[src/itec_pkg.sv]
// Constants, register map and carrier types for the interval timer and
// event counter.
// Assumes one 10 MHz clock and a synchronous active-low reset.
package itec_pkg;

    // ------------------------------------------------------------
    // Timing chain
    // ------------------------------------------------------------
    localparam int unsigned STATE_DIV = 3;
    localparam int unsigned CYCLE_DIV = 5;
    localparam int unsigned PRESCALE_DIV = 32;
    localparam logic [1:0] STATE_LAST = 2'(STATE_DIV - 1);
    localparam logic [2:0] CYCLE_LAST = 3'(CYCLE_DIV - 1);
    localparam logic [4:0] PRESCALE_LAST = 5'(PRESCALE_DIV - 1);

    // ------------------------------------------------------------
    // Count register
    // ------------------------------------------------------------
    localparam int unsigned COUNT_W = 8;
    localparam logic [7:0] COUNT_MAX = 8'hff;
    localparam logic [7:0] COUNT_RESET = 8'h00;

    // ------------------------------------------------------------
    // Register map (plain port, 8-bit data)
    // ------------------------------------------------------------
    localparam int unsigned ADDR_W = 2;
    localparam logic [1:0] REG_COUNT = 2'h0;
    localparam logic [1:0] REG_CMD = 2'h1;
    localparam logic [1:0] REG_FLAG_TEST = 2'h2;
    localparam logic [1:0] REG_STATUS = 2'h3;
    localparam logic [7:0] READ_ZERO = 8'h00;

    // Command codes written to REG_CMD
    localparam logic [7:0] CMD_START_INTERVAL = 8'h01;
    localparam logic [7:0] CMD_START_EVENT = 8'h02;
    localparam logic [7:0] CMD_HALT = 8'h03;
    localparam logic [7:0] CMD_ALLOW_COUNT_IRQ = 8'h04;
    localparam logic [7:0] CMD_BLOCK_COUNT_IRQ = 8'h05;
    localparam logic [7:0] CMD_ALLOW_HOST_IRQ = 8'h06;
    localparam logic [7:0] CMD_BLOCK_HOST_IRQ = 8'h07;

    // ------------------------------------------------------------
    // Interrupt vectors
    // ------------------------------------------------------------
    localparam int unsigned VEC_W = 3;
    localparam logic [2:0] VEC_HOST = 3'h3;
    localparam logic [2:0] VEC_TIMER = 3'h7;
    localparam logic [2:0] VEC_NONE = 3'h0;

    // ------------------------------------------------------------
    // Types
    // ------------------------------------------------------------
    typedef enum logic [1:0] {
        ITEC_SRC_INTERVAL,
        ITEC_SRC_EVENT
    } itec_src_t;

    typedef enum logic [1:0] {
        ITEC_IRQ_IDLE,
        ITEC_IRQ_CALL,
        ITEC_IRQ_SERVICE
    } itec_irq_state_t;

    // Status word, bit 7 down to bit 0
    typedef struct packed {
        logic overflow_flag;
        logic in_service;
        logic host_irq_en;
        logic host_pending;
        logic timer_pending;
        logic count_irq_en;
        logic event_mode;
        logic running;
    } itec_status_t;

    // Timing strobes handed from the chain to the counter
    typedef struct packed {
        logic state_tick;
        logic cycle_tick;
    } itec_ticks_t;

endpackage : itec_pkg

[src/itec_timing.sv]
// Oscillator timing chain: state counter and machine cycle counter.
// Assumes clk is the oscillator and rst_n is synchronous, active low.
`timescale 1ns/1ns
module itec_timing (
    input wire logic clk,
    input wire logic rst_n,
    output itec_pkg::itec_ticks_t ticks,
    output logic machine_cycle_strobe
);

    logic [1:0] state_cnt;
    logic [2:0] cycle_cnt;
    logic state_end;

    // ------------------------------------------------------------
    // State counter
    // ------------------------------------------------------------
    assign state_end = (state_cnt == itec_pkg::STATE_LAST);
    assign ticks = '{state_tick: state_end,
                     cycle_tick: state_end &&
                         (cycle_cnt == itec_pkg::CYCLE_LAST)};

    always_ff @(posedge clk) begin
        if (!rst_n) begin
            state_cnt <= 2'h0;
        end else if (state_end) begin
            state_cnt <= 2'h0;
        end else begin
            state_cnt <= state_cnt + 2'h1;
        end
    end

    // ------------------------------------------------------------
    // Cycle counter
    // ------------------------------------------------------------
    always_ff @(posedge clk) begin
        if (!rst_n) begin
            cycle_cnt <= 3'h0;
        end else if (ticks.cycle_tick) begin
            cycle_cnt <= 3'h0;
        end else if (state_end) begin
            cycle_cnt <= cycle_cnt + 3'h1;
        end
    end

    // High during the first state of each cycle; a free-running clock out
    always_ff @(posedge clk) begin
        if (!rst_n) begin
            machine_cycle_strobe <= 1'b0;
        end else begin
            machine_cycle_strobe <= (cycle_cnt == 3'h0);
        end
    end

endmodule : itec_timing

[src/itec_counter.sv]
// Interval timer and event counter with its interrupt arbitration.
// Assumes a 10 MHz clk, synchronous active-low rst_n, a plain register
// port driven by a single master, and a core that acknowledges vectors.
`timescale 1ns/1ns

// What this block does
// - Oscillator divided by three per state
// - States divided by five; strobe output
// - 8-bit count from selected source
// - Program loads and reads the count
// - Reset or halt stops until restart
// - Count up, wrap to zero, continue
// - Wrap sets flag and timer request
// - Flag test clears flag; reset too
// - Reset clears count and flag
// - Timer request latched, ORed with host
// - Separate timer interrupt enable commands
// - Enabled overflow calls address seven
// - Host first; timer taken after return
// - Timer request cleared on service entry
// - Event start selects pin, keeps count
// - Count each falling pin edge
// - Sample pin once per machine cycle
// - Interval start selects prescaler, keeps count
// - Prescaler divides cycle strobe by 32
module itec_counter (
    input wire logic clk,
    input wire logic rst_n,
    input wire logic [1:0] addr,
    input wire logic [7:0] wdata,
    input wire logic wr,
    input wire logic rd,
    output logic [7:0] rdata,
    input wire logic count_input_pin,
    input wire logic host_in_full,
    input wire logic int_ack,
    input wire logic int_ret,
    output logic machine_cycle_strobe,
    output logic int_req,
    output logic [2:0] int_vector,
    output logic overflow_flag
);

    // ------------------------------------------------------------
    // Declarations
    // ------------------------------------------------------------
    itec_pkg::itec_ticks_t ticks;
    itec_pkg::itec_src_t src;
    itec_pkg::itec_irq_state_t irq_state;
    itec_pkg::itec_status_t status;
    logic [7:0] count;
    logic running;
    logic [4:0] prescale;
    logic pin_meta;
    logic pin_sync;
    logic pin_prev;
    logic count_pulse;
    logic interval_pulse;
    logic event_pulse;
    logic load_wr;
    logic cmd_wr;
    logic flag_test;
    logic wrap;
    logic count_irq_en;
    logic host_irq_en;
    logic timer_pending;
    logic host_pending;
    logic host_want;
    logic timer_want;
    logic any_want;

    function automatic logic is_cmd(input logic [7:0] data,
                                    input logic [7:0] code);
        is_cmd = (data == code);
    endfunction : is_cmd

    function automatic logic [7:0] wrap_inc(input logic [7:0] value);
        wrap_inc = (value == itec_pkg::COUNT_MAX) ?
            itec_pkg::COUNT_RESET : value + 8'h01;
    endfunction : wrap_inc

    // ------------------------------------------------------------
    // Timing chain
    // ------------------------------------------------------------
    itec_timing u_timing (
        .clk(clk),
        .rst_n(rst_n),
        .ticks(ticks),
        .machine_cycle_strobe(machine_cycle_strobe)
    );

    // ------------------------------------------------------------
    // Register port decode
    // ------------------------------------------------------------
    assign load_wr = wr && (addr == itec_pkg::REG_COUNT);
    assign cmd_wr = wr && (addr == itec_pkg::REG_CMD);
    // Reading the flag-test register is the jump-on-flag test
    assign flag_test = rd && (addr == itec_pkg::REG_FLAG_TEST);

    // ------------------------------------------------------------
    // Run control and source select
    // ------------------------------------------------------------
    always_ff @(posedge clk) begin
        if (!rst_n) begin
            running <= 1'b0;
        end else if (cmd_wr &&
                     is_cmd(wdata, itec_pkg::CMD_HALT)) begin
            running <= 1'b0;
        end else if (cmd_wr &&
                     (is_cmd(wdata, itec_pkg::CMD_START_INTERVAL) ||
                      is_cmd(wdata, itec_pkg::CMD_START_EVENT))) begin
            running <= 1'b1;
        end
    end

    always_ff @(posedge clk) begin
        if (!rst_n) begin
            src <= itec_pkg::ITEC_SRC_INTERVAL;
        end else if (cmd_wr &&
                     is_cmd(wdata, itec_pkg::CMD_START_EVENT)) begin
            src <= itec_pkg::ITEC_SRC_EVENT;
        end else if (cmd_wr &&
                     is_cmd(wdata, itec_pkg::CMD_START_INTERVAL)) begin
            src <= itec_pkg::ITEC_SRC_INTERVAL;
        end
    end

    // ------------------------------------------------------------
    // Interval source: divide the cycle strobe by 32
    // ------------------------------------------------------------
    // Prescaler only runs in interval mode so a restart is phase-clean
    always_ff @(posedge clk) begin
        if (!rst_n) begin
            prescale <= 5'h00;
        end else if (!running || src != itec_pkg::ITEC_SRC_INTERVAL) begin
            prescale <= 5'h00;
        end else if (ticks.cycle_tick) begin
            prescale <= prescale + 5'h01;
        end
    end

    assign interval_pulse = ticks.cycle_tick &&
        (prescale == itec_pkg::PRESCALE_LAST);

    // ------------------------------------------------------------
    // Event source: synchronise, sample per cycle, falling edge
    // ------------------------------------------------------------
    always_ff @(posedge clk) begin
        if (!rst_n) begin
            pin_meta <= 1'b0;
            pin_sync <= 1'b0;
        end else begin
            pin_meta <= count_input_pin;
            pin_sync <= pin_meta;
        end
    end

    // A low counts only after a sampled high; pulses shorter than a
    // machine cycle may be missed, as the source is told to avoid
    always_ff @(posedge clk) begin
        if (!rst_n) begin
            pin_prev <= 1'b0;
        end else if (ticks.cycle_tick) begin
            pin_prev <= pin_sync;
        end
    end

    assign event_pulse = ticks.cycle_tick && pin_prev && !pin_sync;

    assign count_pulse = running &&
        ((src == itec_pkg::ITEC_SRC_EVENT) ? event_pulse
                                           : interval_pulse);

    // ------------------------------------------------------------
    // Count register
    // ------------------------------------------------------------
    // A load in the same cycle as an increment wins and ends the wrap
    assign wrap = count_pulse && !load_wr &&
        (count == itec_pkg::COUNT_MAX);

    always_ff @(posedge clk) begin
        if (!rst_n) begin
            count <= itec_pkg::COUNT_RESET;
        end else if (load_wr) begin
            count <= wdata;
        end else if (count_pulse) begin
            count <= wrap_inc(count);
        end
    end

    // Set wins over the test-and-clear in the same cycle
    always_ff @(posedge clk) begin
        if (!rst_n) begin
            overflow_flag <= 1'b0;
        end else if (wrap) begin
            overflow_flag <= 1'b1;
        end else if (flag_test) begin
            overflow_flag <= 1'b0;
        end
    end

    // ------------------------------------------------------------
    // Interrupt enables
    // ------------------------------------------------------------
    always_ff @(posedge clk) begin
        if (!rst_n) begin
            count_irq_en <= 1'b0;
        end else if (cmd_wr &&
                     is_cmd(wdata, itec_pkg::CMD_ALLOW_COUNT_IRQ)) begin
            count_irq_en <= 1'b1;
        end else if (cmd_wr &&
                     is_cmd(wdata, itec_pkg::CMD_BLOCK_COUNT_IRQ)) begin
            count_irq_en <= 1'b0;
        end
    end

    always_ff @(posedge clk) begin
        if (!rst_n) begin
            host_irq_en <= 1'b0;
        end else if (cmd_wr &&
                     is_cmd(wdata, itec_pkg::CMD_ALLOW_HOST_IRQ)) begin
            host_irq_en <= 1'b1;
        end else if (cmd_wr &&
                     is_cmd(wdata, itec_pkg::CMD_BLOCK_HOST_IRQ)) begin
            host_irq_en <= 1'b0;
        end
    end

    // ------------------------------------------------------------
    // Request latches
    // ------------------------------------------------------------
    // Disabling does not drop a pending request; only entry does
    always_ff @(posedge clk) begin
        if (!rst_n) begin
            timer_pending <= 1'b0;
        end else if (wrap) begin
            timer_pending <= 1'b1;
        end else if (irq_state == itec_pkg::ITEC_IRQ_CALL && int_ack &&
                     int_vector == itec_pkg::VEC_TIMER) begin
            timer_pending <= 1'b0;
        end
    end

    always_ff @(posedge clk) begin
        if (!rst_n) begin
            host_pending <= 1'b0;
        end else if (host_in_full) begin
            host_pending <= 1'b1;
        end else if (irq_state == itec_pkg::ITEC_IRQ_CALL && int_ack &&
                     int_vector == itec_pkg::VEC_HOST) begin
            host_pending <= 1'b0;
        end
    end

    assign host_want = host_pending && host_irq_en;
    assign timer_want = timer_pending && count_irq_en;
    assign any_want = host_want || timer_want;

    // ------------------------------------------------------------
    // Single-level vectoring
    // ------------------------------------------------------------
    always_ff @(posedge clk) begin
        if (!rst_n) begin
            irq_state <= itec_pkg::ITEC_IRQ_IDLE;
            int_vector <= itec_pkg::VEC_NONE;
        end else begin
            case (irq_state)
                itec_pkg::ITEC_IRQ_IDLE: begin
                    if (host_want) begin
                        irq_state <= itec_pkg::ITEC_IRQ_CALL;
                        int_vector <= itec_pkg::VEC_HOST;
                    end else if (any_want) begin
                        irq_state <= itec_pkg::ITEC_IRQ_CALL;
                        int_vector <= itec_pkg::VEC_TIMER;
                    end
                end
                itec_pkg::ITEC_IRQ_CALL: begin
                    if (int_ack) begin
                        irq_state <= itec_pkg::ITEC_IRQ_SERVICE;
                    end
                end
                itec_pkg::ITEC_IRQ_SERVICE: begin
                    // Pending timer request is taken straight after return
                    if (int_ret) begin
                        irq_state <= itec_pkg::ITEC_IRQ_IDLE;
                        int_vector <= itec_pkg::VEC_NONE;
                    end
                end
                default: begin
                    irq_state <= itec_pkg::ITEC_IRQ_IDLE;
                    int_vector <= itec_pkg::VEC_NONE;
                end
            endcase
        end
    end

    always_ff @(posedge clk) begin
        if (!rst_n) begin
            int_req <= 1'b0;
        end else begin
            int_req <= (irq_state == itec_pkg::ITEC_IRQ_IDLE) && any_want
                || (irq_state == itec_pkg::ITEC_IRQ_CALL)
                && !int_ack;
        end
    end

    // ------------------------------------------------------------
    // Read port
    // ------------------------------------------------------------
    assign status = '{
        overflow_flag: overflow_flag,
        in_service: (irq_state == itec_pkg::ITEC_IRQ_SERVICE),
        host_irq_en: host_irq_en,
        host_pending: host_pending,
        timer_pending: timer_pending,
        count_irq_en: count_irq_en,
        event_mode: (src == itec_pkg::ITEC_SRC_EVENT),
        running: running
    };

    // Data stand only in the cycle after the read strobe
    always_ff @(posedge clk) begin
        if (!rst_n) begin
            rdata <= itec_pkg::READ_ZERO;
        end else if (rd) begin
            case (addr)
                itec_pkg::REG_COUNT: rdata <= count;
                itec_pkg::REG_FLAG_TEST:
                    rdata <= {7'h00, overflow_flag};
                itec_pkg::REG_STATUS: rdata <= status;
                default: rdata <= itec_pkg::READ_ZERO;
            endcase
        end else begin
            rdata <= itec_pkg::READ_ZERO;
        end
    end

endmodule : itec_counter

[config.mk]
export PLATFORM = sky130hd
export DESIGN_NAME = itec_counter
export DESIGN_NICKNAME = d
export VERILOG_FILES = /design/src/itec_pkg.sv /design/src/itec_timing.sv /design/src/itec_counter.sv
export SDC_FILE = /design/constraint.sdc
export NUM_CORES = 1
export LEC_CHECK = 0
export ABC_AREA = 1
export BUFFER_PORTS_ARGS = -buffer_cell sky130_fd_sc_hd__buf_4
export CORE_MARGIN = 3
export CORE_UTILIZATION = 30
export DETAILED_ROUTE_END_ITERATION = 7
export GPL_ROUTABILITY_DRIVEN = 0
export SYNTH_ARGS = -nofsm -noshare
export SYNTH_HDL_FRONTEND = slang
export SYNTH_SLANG_ARGS = --single-unit
[constraint.sdc]
create_clock -name clk -period 1.6 [get_ports clk]
set_input_delay 0.24 -clock clk [delete_from_list [all_inputs] [get_ports clk]]
set_output_delay 0.24 -clock clk [all_outputs]
set_load 0.05 [all_outputs]
==> Word level (Yosys, flattened, before mapping) <==
Cells that the tools add are included.
{ "totals": {"input_bits": 18, "elab_cells": 122, "output_inout_bits": 14, "ff_bits": 43} }
{ "classes": {"n_mux": 26, "add_sub_neg": 4, "bitwise": 2, "n_reduce_logical": 50, "eq_ne": 21} }
{ "op_table": {"columns": ["op", "count"], "rows": [
  ["$eq 8x3->1 const B", 4],
  ["$logic_and 1x1->1", 25],
  ["$mux 8", 3],
  ["$pmux 8 s3", 1],
  ["$eq 8x2->1 const B", 2],
  ["$reduce_bool 2->1", 7],
  ["$mux 1", 13],
  ["$mux 3", 3],
  ["$pmux 3 s3", 1],
  ["$add 8x1->8 const B", 1],
  ["$eq 2x2->1 const B", 4],
  ["$eq 8x1->1 const B", 1],
  ["$eq 8x8->1 const B", 1],
  ["$mux 2", 4],
  ["$reduce_or 2->1", 4],
  ["$eq 3x3->1 const B", 2],
  ["$pmux 2 s3", 1],
  ["$reduce_and 3->1", 2],
  ["$add 5x1->5 const B", 1],
  ["$eq 5x5->1 const B", 1],
  ["$eq 2x1->1 const B", 2],
  ["$logic_not 1->1", 4],
  ["$logic_not 2->1", 2],
  ["$logic_or 1x1->1", 4],
  ["other kinds (8)", 10]
]} }

==> Depth between registers and ports, before layout <==
Gate-level depths: netlist (run 1).
{ "depth": {"word_depth": 9, "mapped_depth": 11, "depth_no_buf": 11} }

==> Cells and area by module <==
Synthesis (run 1) repeated with hierarchy kept, for this count alone.
{ "hier_totals": {"hier_cells": 315, "area_unflattened_um2": 2160.8} }
{ "by_module_without_submodules": {"columns": ["mod", "cells_per_inst", "area_each_um2", "seq_area_each_um2", "instances"], "rows": [
  ["itec_counter", 277, 1865.5, 720.7, 1],
  ["itec_timing", 38, 295.3, 120.1, 1]
]} }

==> Worst setup path after synthesis (run 1) <==
No wires, ideal clock.
{ "synth_timing": {"path_type": "register -> register", "start": "register prescale[0]", "end": "register count[4]", "t_arrival_ns": 1.312, "required_time_ns": 1.466, "stages_incl_launch_ff": 12, "path_buffers": 0, "synth_period_minus_slack_ns": 1.446, "path_slack_ns": 0.154, "setup_ns": 0.134, "path_cell_list": "dfxtp_1 ha_1 inv_1 nor3_1 ha_1 nand2_1 nand2_2 nand2_4 nand2_2 inv_2 nand2_1 a21oi_1"} }
{ "synth_between": {"elab_chain_cells": 5} }
{ "synth_rtl": {"columns": ["item", "line", "text"], "rows": [
  ["start, declared", "itec_counter.sv:53", "logic [4:0] prescale;"],
  ["start signal, assigned", "itec_counter.sv:138", "prescale <= prescale + 5'h01;"],
  ["$eq 5x5->1", "itec_counter.sv:143", "(prescale == itec_pkg::PRESCALE_LAST);"],
  ["$logic_and 1x1->1", "itec_counter.sv:142", "assign interval_pulse = ticks.cycle_tick &&"],
  ["$mux 1", "itec_counter.sv:171", "((src == itec_pkg::ITEC_SRC_EVENT) ? event_pulse"],
  ["$logic_and 1x1->1", "itec_counter.sv:170", "assign count_pulse = running &&"],
  ["$reduce_bool 2->1 (no source line)", null, null],
  ["end signal, assigned", "itec_counter.sv:183", "count <= itec_pkg::COUNT_RESET;"],
  ["end signal, assigned", "itec_counter.sv:185", "count <= wdata;"],
  ["end signal, assigned", "itec_counter.sv:187", "count <= wrap_inc(count);"],
  ["end, declared", "itec_counter.sv:51", "logic [7:0] count;"]
]} }
Every way passes these cells.
A chain may end at the register's enable or synchronous reset.

==> Worst setup path after layout (run 1) <==
{ "layout_timing": {"start": "register prescale[1]", "end": "register count[3]"} }
Same word-level chain as after synthesis.

==> summary.md, run 1 <==
| Metric | Value |
|---|---|
| Status | `finished, final reports clean` |
| # port buffers | `31` |
| GRT Residual Overflow | `0` |
| Die Width | `89.7 um` |
| Final hold vios | `0` |
| Switch share | `23.8%` |
| Synth Warn # | `0` |
| Clk sinks | `42` |
| Setup violations, final | `0` |
| Most common cell after layout, fill and taps aside | `nand2_1` |
| Die Ht | `89.7 um` |
| Vias in the first global route | `1723` |
| WL final | `4500 um` |
| #FFs+latches synth | `42` |
| Share of layout cells above drive strength 1 | `21.3%` |
| Pin count of the biggest net entering global routing | `20` |
| DRC viols | `0` |
| Max_cap viols | `0` |
| Clock Latency Late Sink | `290 ps` |
| CP endpoint kind | `flip-flop` |
| Yosys cell types | `30` |
| CTS tree | `built` |
| All-Layer GR Usage | `12.1%` |
| Pint | `1.67 mW` |
| Routed len/inst | `10.7 um` |
| Crit Path Category | `reg2reg` |
| Detail Route Antenna Nets | `0` |
| Worst reg2reg setup slack | `130 ps` |
| TritonCTS Buffers | `5` |
| Initial core utilization | `32.0%` |
| Total number of vias | `1828` |
| CP arrival | `1690 ps` |
| Hold Crit Class | `in2reg` |
| I/O pin total | `32` |
| Startpoint types | `flip-flop` |
| Clock power share | `39.0%` |
| Relative slew slack | `80.4%` |
| Tcrit/Tclk final | `91.9%` |
| Util after Layout | `39.4%` |
| Cts hold-fix bufs | `0` |
| Clock Tree Buf Depth | `2` |
| R2R depth | `10` |
| P_sw | `523 uW` |
| Post-CTS setup buffers | `0` |
| Maximum clock rate | `0.680 GHz` |
| Initial antenna violation count | `0` |
| Worst-Margin Slew | `293 ps` |
| HPWL after DPL | `3510 um` |
| Crit path max fanout | `3` |
| Sequential area share after synthesis | `40.0%` |
| Crit path time final | `1470 ps` |
| Commonest cells after routing, fill and taps aside | `nand2_1, inv_1, dfxtp_1` |
| Post-synth EDFFs | `0` |
| Core area | `6570 um2` |
| Logic pwr share | `11.0%` |
| Global-route wire length before repair | `7580 um` |
| Worst setup path startpoint | `prescale[1]` |
| Fillers | `695` |
| Avg Vias per Cell | `4.34` |
| Nets | `352` |
| Post-route clock skew | `4.10 ps` |
| Layout area overhead | `23.2%` |
| Hold slack | `125 ps` |
| Reg clk slew, reported paths | `80 ps` |
| Final Max Slew Viols | `0` |
| 1st-pass router iterations | `4` |
| Ys flop type | `dfxtp_1` |
| Synth async-reset ratio | `0%` |
| P_leak | `1.14 nW` |
| Syn Area/Cell | `7.19 um2` |
| Synth Cell Area | `2100 um2` |
| Worst reg2reg path startpoint | `prescale[1]` |
| Post-CTS resize count | `0` |
| Root Driver | `clkbuf_8` |
| Hold_sp | `count_input_pin` |
| CTS HTree Levels | `2` |
| Worst EP required | `1820 ps` |
| Site Rows | `29` |
| Share of power burned in registers | `50.0%` |
| DRT iter0 DRCs | `66` |
| Setup crit end | `count[3]` |
| Post-synthesis cell count | `292` |
| RSZ-0062 raised after global routing | `true` |
| ANT cells | `0` |
| Syn Nets | `316` |
| Die Area | `8040 um2` |
| Power per cell area | `849 nW/um2` |
| Setup TNS Final | `0 ps` |
| Worst vdd ir | `0.400 mV` |
| R2R Path End | `count[3]` |
==> worst max-delay path, stage by stage (launching register included) <==
cell and delay [ps]:
dfxtp_2 360, ha_4 130, inv_2 40, nor3_2 100
ha_2 180, nand2_1 60, nand2_2 120, nand3_4 90
nor2_4 130, nand2_2 60, a21oi_2 140
==> area by class of cell <==
class / instances / area (um2) / share of cell area, %
clock buffers: 6 / 82.6 / 3.19
clock inverters: 1 / 30.0 / 1.16
inverters: 44 / 165 / 6.38
multi-input cells: 199 / 1080 / 41.7
flip-flops and latches: 42 / 843 / 32.6
well taps: 93 / 116 / 4.50
repair buffers: 36 / 270 / 10.4
==> per-stage QoR <==
stage                     total power [mW]  area, um2  setup WS [ps]  cells
after floorplan                       1.28       2100            154    292
after global placement                1.36       2440           93.2    414
final                                 2.20       2590            130    421
after CTS                             2.22       2550           32.0    421
after detailed placement              1.37       2440           45.3    414
after global routing                  2.29       2590          -6.13    421
==> logic make-up after synthesis <==
| family | Yosys count | synth area share, % |
|---|---|---|
| AO/OA/AOI/OAI | 40 | 10.4 |
| XOR/XNOR | 6 | 2.50 |
| adder cells (fa/ha/maj) | 6 | 3.58 |
| buffers and inverters | 51 | 10.1 |
| flip-flops | 42 | 40.0 |
| AND/OR/NAND/NOR | 147 | 33.4 |
==> synthesized netlist by cell type, types with 3 or more instances <==
cell,number,area (um2)
nor3_1,6,30.0
inv_1,42,158
nor2_1,23,86.3
a21oi_1,30,150
xnor2_1,3,26.3
nand3b_1,4,30.0
nand4_1,3,18.8
dfxtp_1,42,841
nand3_1,21,105
nand2_1,77,289
o21ai_0,5,25.0
xor2_1,3,26.3
ha_1,6,75.1
==> worst min-delay path by stage <==
stage	cells past startpoint	end
6_report	3	pin_meta
5_1_grt	3	pin_meta
4_1_cts	3	pin_meta
3_5_place_dp	2	pin_sync
3_3_place_gp	2	pin_sync
2_1_floorplan	2	pin_meta
==> flip-flops by register name, indices dropped and copies added (netlist names) <==
| signal | count |
|---|---|
| count | 8 |
| count_irq_en | 1 |
| host_irq_en | 1 |
| host_pending | 1 |
| int_req | 1 |
| int_vector | 2 |
| irq_state | 2 |
| overflow_flag | 1 |
| pin_meta | 1 |
| pin_prev | 1 |
| pin_sync | 1 |
| prescale | 5 |
| rdata | 8 |
| running | 1 |
| src | 1 |
| timer_pending | 1 |
| u_timing.cycle_cnt | 3 |
| u_timing.machine_cycle_strobe | 1 |
| u_timing.state_cnt | 2 |
==> power by group through the flow <==
| stage | Sequential [mW] | Clock (mW) | Combinational, mW |
|---|---|---|---|
| after detailed placement | 1.12 | 0 | 0.242 |
| final | 1.10 | 0.857 | 0.241 |
| after CTS | 1.10 | 0.873 | 0.243 |
| after global placement | 1.12 | 0 | 0.240 |
| after floorplan | 1.14 | 0 | 0.141 |
| after global routing | 1.10 | 0.912 | 0.273 |
==> routing by layer <==
layer | GRT usage (%) | share of wire [%] | vias to the layer above
met5 | 0 | 0 | -
met4 | 4.19 | 1.3 | 0
met3 | 3.01 | 4.7 | 4
met2 | 18.8 | 42 | 41
met1 | 16.4 | 52 | 796
li1 | - | - | 987
Note: power is estimated with default switching activity, not from simulation.
==> run 2: changes to the inputs <==
- PLACE_DENSITY_LB_ADDON: not set -> 0.2
- SYNTH_HIERARCHICAL: not set -> 1
==> run 2 against run 1 <==
Net effect: worst hold slack improved by 6.2 ps; largest power group unchanged; setup slack got worse by 42 ps; sequential power barely moved; final cell count rose by 7.1%; count of clock-buffer cells in the layout did not move; wire length rose by 9.8%; cell area rose by 2.6%; global-route usage rose by 0.41 points; die area rose by 2.4%; highest routed layer unchanged; critical path type unchanged.
==> summary.md, run 2 <==
| Metric | Value |
|---|---|
| Logic pwr share | `14.8% (was 11.0%)` |
| Share of layout cells above drive strength 1 | `22.3% (was 21.3%)` |
| GRT Residual Overflow | `0 (unchanged)` |
| Worst reg2reg setup slack | `90 ps (was 130 ps)` |
| Hold slack | `132 ps (was 125 ps)` |
| Power per cell area | `801 nW/um2 (was 849 nW/um2)` |
| Clk sinks | `42 (unchanged)` |
| HPWL after DPL | `3840 um (was 3510 um)` |
| Synth Warn # | `6 (was 0)` |
| Switch share | `27.3% (was 23.8%)` |
| Worst hold stages | `3 (unchanged)` |
| Worst Hold Path EP | `pin_meta (unchanged)` |
| Storage cell area | `843 um2 (unchanged)` |
| Clock Tree Buf Depth | `2 (unchanged)` |
| WL final | `4940 um (was 4500 um)` |
| Setup TNS Final | `0 ps (unchanged)` |
| # port buffers | `31 (unchanged)` |
| Hold Crit Class | `in2reg (unchanged)` |
| Setup violations, final | `0 (unchanged)` |
| Global-route wire length before repair | `8460 um (was 7580 um)` |
| Area occupied by multi-input gates | `1090 um2 (was 1080 um2)` |
| Die Ht | `90.7 um (was 89.7 um)` |
| Post-route clock skew | `9.22 ps (was 4.10 ps)` |
| Finished Layout Cells | `451 (was 421)` |
| I/O pin total | `32 (unchanged)` |
| Pin count of the biggest net entering global routing | `19 (was 20)` |
| Fillers | `741 (was 695)` |
| Clock power share | `32.9% (was 39.0%)` |
| RSZ-0062 raised after global routing | `true (unchanged)` |
| Maximum clock rate | `0.661 GHz (was 0.680 GHz)` |
| Commonest cells after routing, fill and taps aside | `nand2_1, inv_1, dfxtp_1 (unchanged)` |
| Relative slew slack | `72.1% (was 80.4%)` |
| Core area | `6870 um2 (was 6570 um2)` |
| Placed cell area | `2500 um2 (was 2440 um2)` |
| Detail Route Antenna Nets | `0 (unchanged)` |
| All-Layer GR Usage | `12.5% (was 12.1%)` |
| Syn Area/Cell | `6.86 um2 (was 7.19 um2)` |
| Post-synthesis cell count | `314 (was 292)` |
| DRC viols | `0 (unchanged)` |
| P_leak | `1.21 nW (was 1.14 nW)` |
| Initial core utilization | `31.3% (was 32.0%)` |
| Avg Vias per Cell | `4.37 (was 4.34)` |
| Die Width | `90.7 um (was 89.7 um)` |
| Layout area overhead | `23.3% (was 23.2%)` |
| Routed len/inst | `11.0 um (was 10.7 um)` |
| TritonCTS Buffers | `5 (unchanged)` |
| Most common cell after layout, fill and taps aside | `nand2_1 (unchanged)` |
| 1st-pass router iterations | `4 (unchanged)` |
| Hold_sp | `count_input_pin (unchanged)` |
| Share of power burned in registers | `52.3% (was 50.0%)` |
| Worst EP required | `1830 ps (was 1820 ps)` |
| Final Max Slew Viols | `0 (unchanged)` |
| Root Driver | `clkbuf_8 (unchanged)` |
| Initial antenna violation count | `0 (unchanged)` |
| Site Rows | `30 (was 29)` |
| Crit Path Category | `reg2reg (unchanged)` |
| R2R Path End | `count[7] (was count[3])` |
| Synth Cell Area | `2150 um2 (was 2100 um2)` |
| Final hold vios | `0 (unchanged)` |
| CP arrival | `1740 ps (was 1690 ps)` |
| Nets | `378 (was 352)` |
| Startpoint types | `flip-flop (unchanged)` |
| Total number of vias | `1969 (was 1828)` |
| Vias in the first global route | `1925 (was 1723)` |
| Clock Latency Late Sink | `290 ps (about the same)` |
| Worst vdd ir | `0.470 mV (was 0.400 mV)` |
| P_sw | `581 uW (was 523 uW)` |
| DRT iter0 DRCs | `68 (was 66)` |
| Max_cap viols | `0 (unchanged)` |
| Worst reg2reg path startpoint | `prescale[0] (was prescale[1])` |
| Syn Nets | `338 (was 316)` |
| CP endpoint kind | `flip-flop (unchanged)` |
| ANT cells | `0 (unchanged)` |
| Biggest regs | `count x8, rdata x8, prescale x5 (unchanged)` |
| Design Area, Final | `2660 um2 (was 2590 um2)` |
| Crit path time final | `1510 ps (was 1470 ps)` |
| Tcrit/Tclk final | `94.6% (was 91.9%)` |
| Status | `finished, final reports clean (unchanged)` |
| Die Area | `8230 um2 (was 8040 um2)` |
| CTS HTree Levels | `2 (unchanged)` |
| R2R depth | `10 (unchanged)` |
| Worst-Margin Slew | `416 ps (was 293 ps)` |
| CTS tree | `built (unchanged)` |
| Reg clk slew, reported paths | `80 ps (about the same)` |
| Cts hold-fix bufs | `0 (unchanged)` |
| Pint | `1.55 mW (was 1.67 mW)` |
| Crit path max fanout | `5 (was 3)` |
| Placed cells | `440 (was 414)` |
-- run 2: changes by cell type in the layout (fill, tap and decap cells not counted), sizes merged, moves of 2 or more --
cell and delta:
buf +2, a21oi -4, clkinv +2, nand2 +15, o21ai -2, nor2 +5
nand3b -3, nand3 +5, xor2 -2, inv +11, or2 -3
-- run 2: power by group through the flow --
stage | combinational (mW) | sequential [mW] | clock (mW)
CTS | 0.316 | 1.11 | 0.730
finish | 0.315 | 1.11 | 0.699
detailed placement | 0.315 | 1.14 | 0
floorplan | 0.170 | 1.17 | 0
global route | 0.350 | 1.12 | 0.780
global placement | 0.313 | 1.14 | 0
-- run 2: metal layers --
layer	vias to the layer above	global-route usage [%]	share of wire, %
met2	35	20.6	47
met3	4	3.17	3.5
li1	1054	-	-
met4	0	2.81	0.65
met1	876	16.5	49
met5	-	0	0
-- run 2: worst max-delay path, stage by stage (launching register included) --
cell and delay, ps:
dfxtp_2 360, ha_4 130, inv_1 40, nor2_2 80
ha_2 180, nor2_2 50, nor2_4 160, nand3_4 90
nor2_4 190, nand2_1 90, a21oi_2 100
-- run 2: cell type report --
type / count / area share (%)
clock buffers: 6 / 3.11
clock inverters: 2 / 0.471
flip-flops and latches: 42 / 31.8
inverters: 56 / 8.39
repair buffers: 38 / 10.7
well taps: 96 / 4.52
multi-input cells: 211 / 41.0
-- run 2: worst max-delay path by stage --
stage,end,startpoint,cells past startpoint
5_1_grt,overflow_flag,prescale[0],10
3_5_place_dp,count[2],prescale[0],11
2_1_floorplan,count[2],u_timing/state_cnt[0],13
4_1_cts,count[0],prescale[1],10
6_report,count[7],prescale[0],10
3_3_place_gp,count[2],prescale[0],11
-- run 2: per-stage QoR --
step                      utilization, %  setup slack (ps)  power, mW
final                               38.7              87.1       2.13
after global routing                38.7             -60.0       2.25
after floorplan                        -              53.7       1.34
after global placement              36.4              10.2       1.45
after CTS                           37.9             -11.1       2.16
after detailed placement            36.4             -47.6       1.45
-- run 2: repair_timing --
action / 4_1_cts / 5_1_grt
endpoints found under the setup margin: 2 / 10
resized for setup: 2 / 11
gates cloned: 0 / 0
setup buffers: 0 / 3
pin swaps: 0 / 14
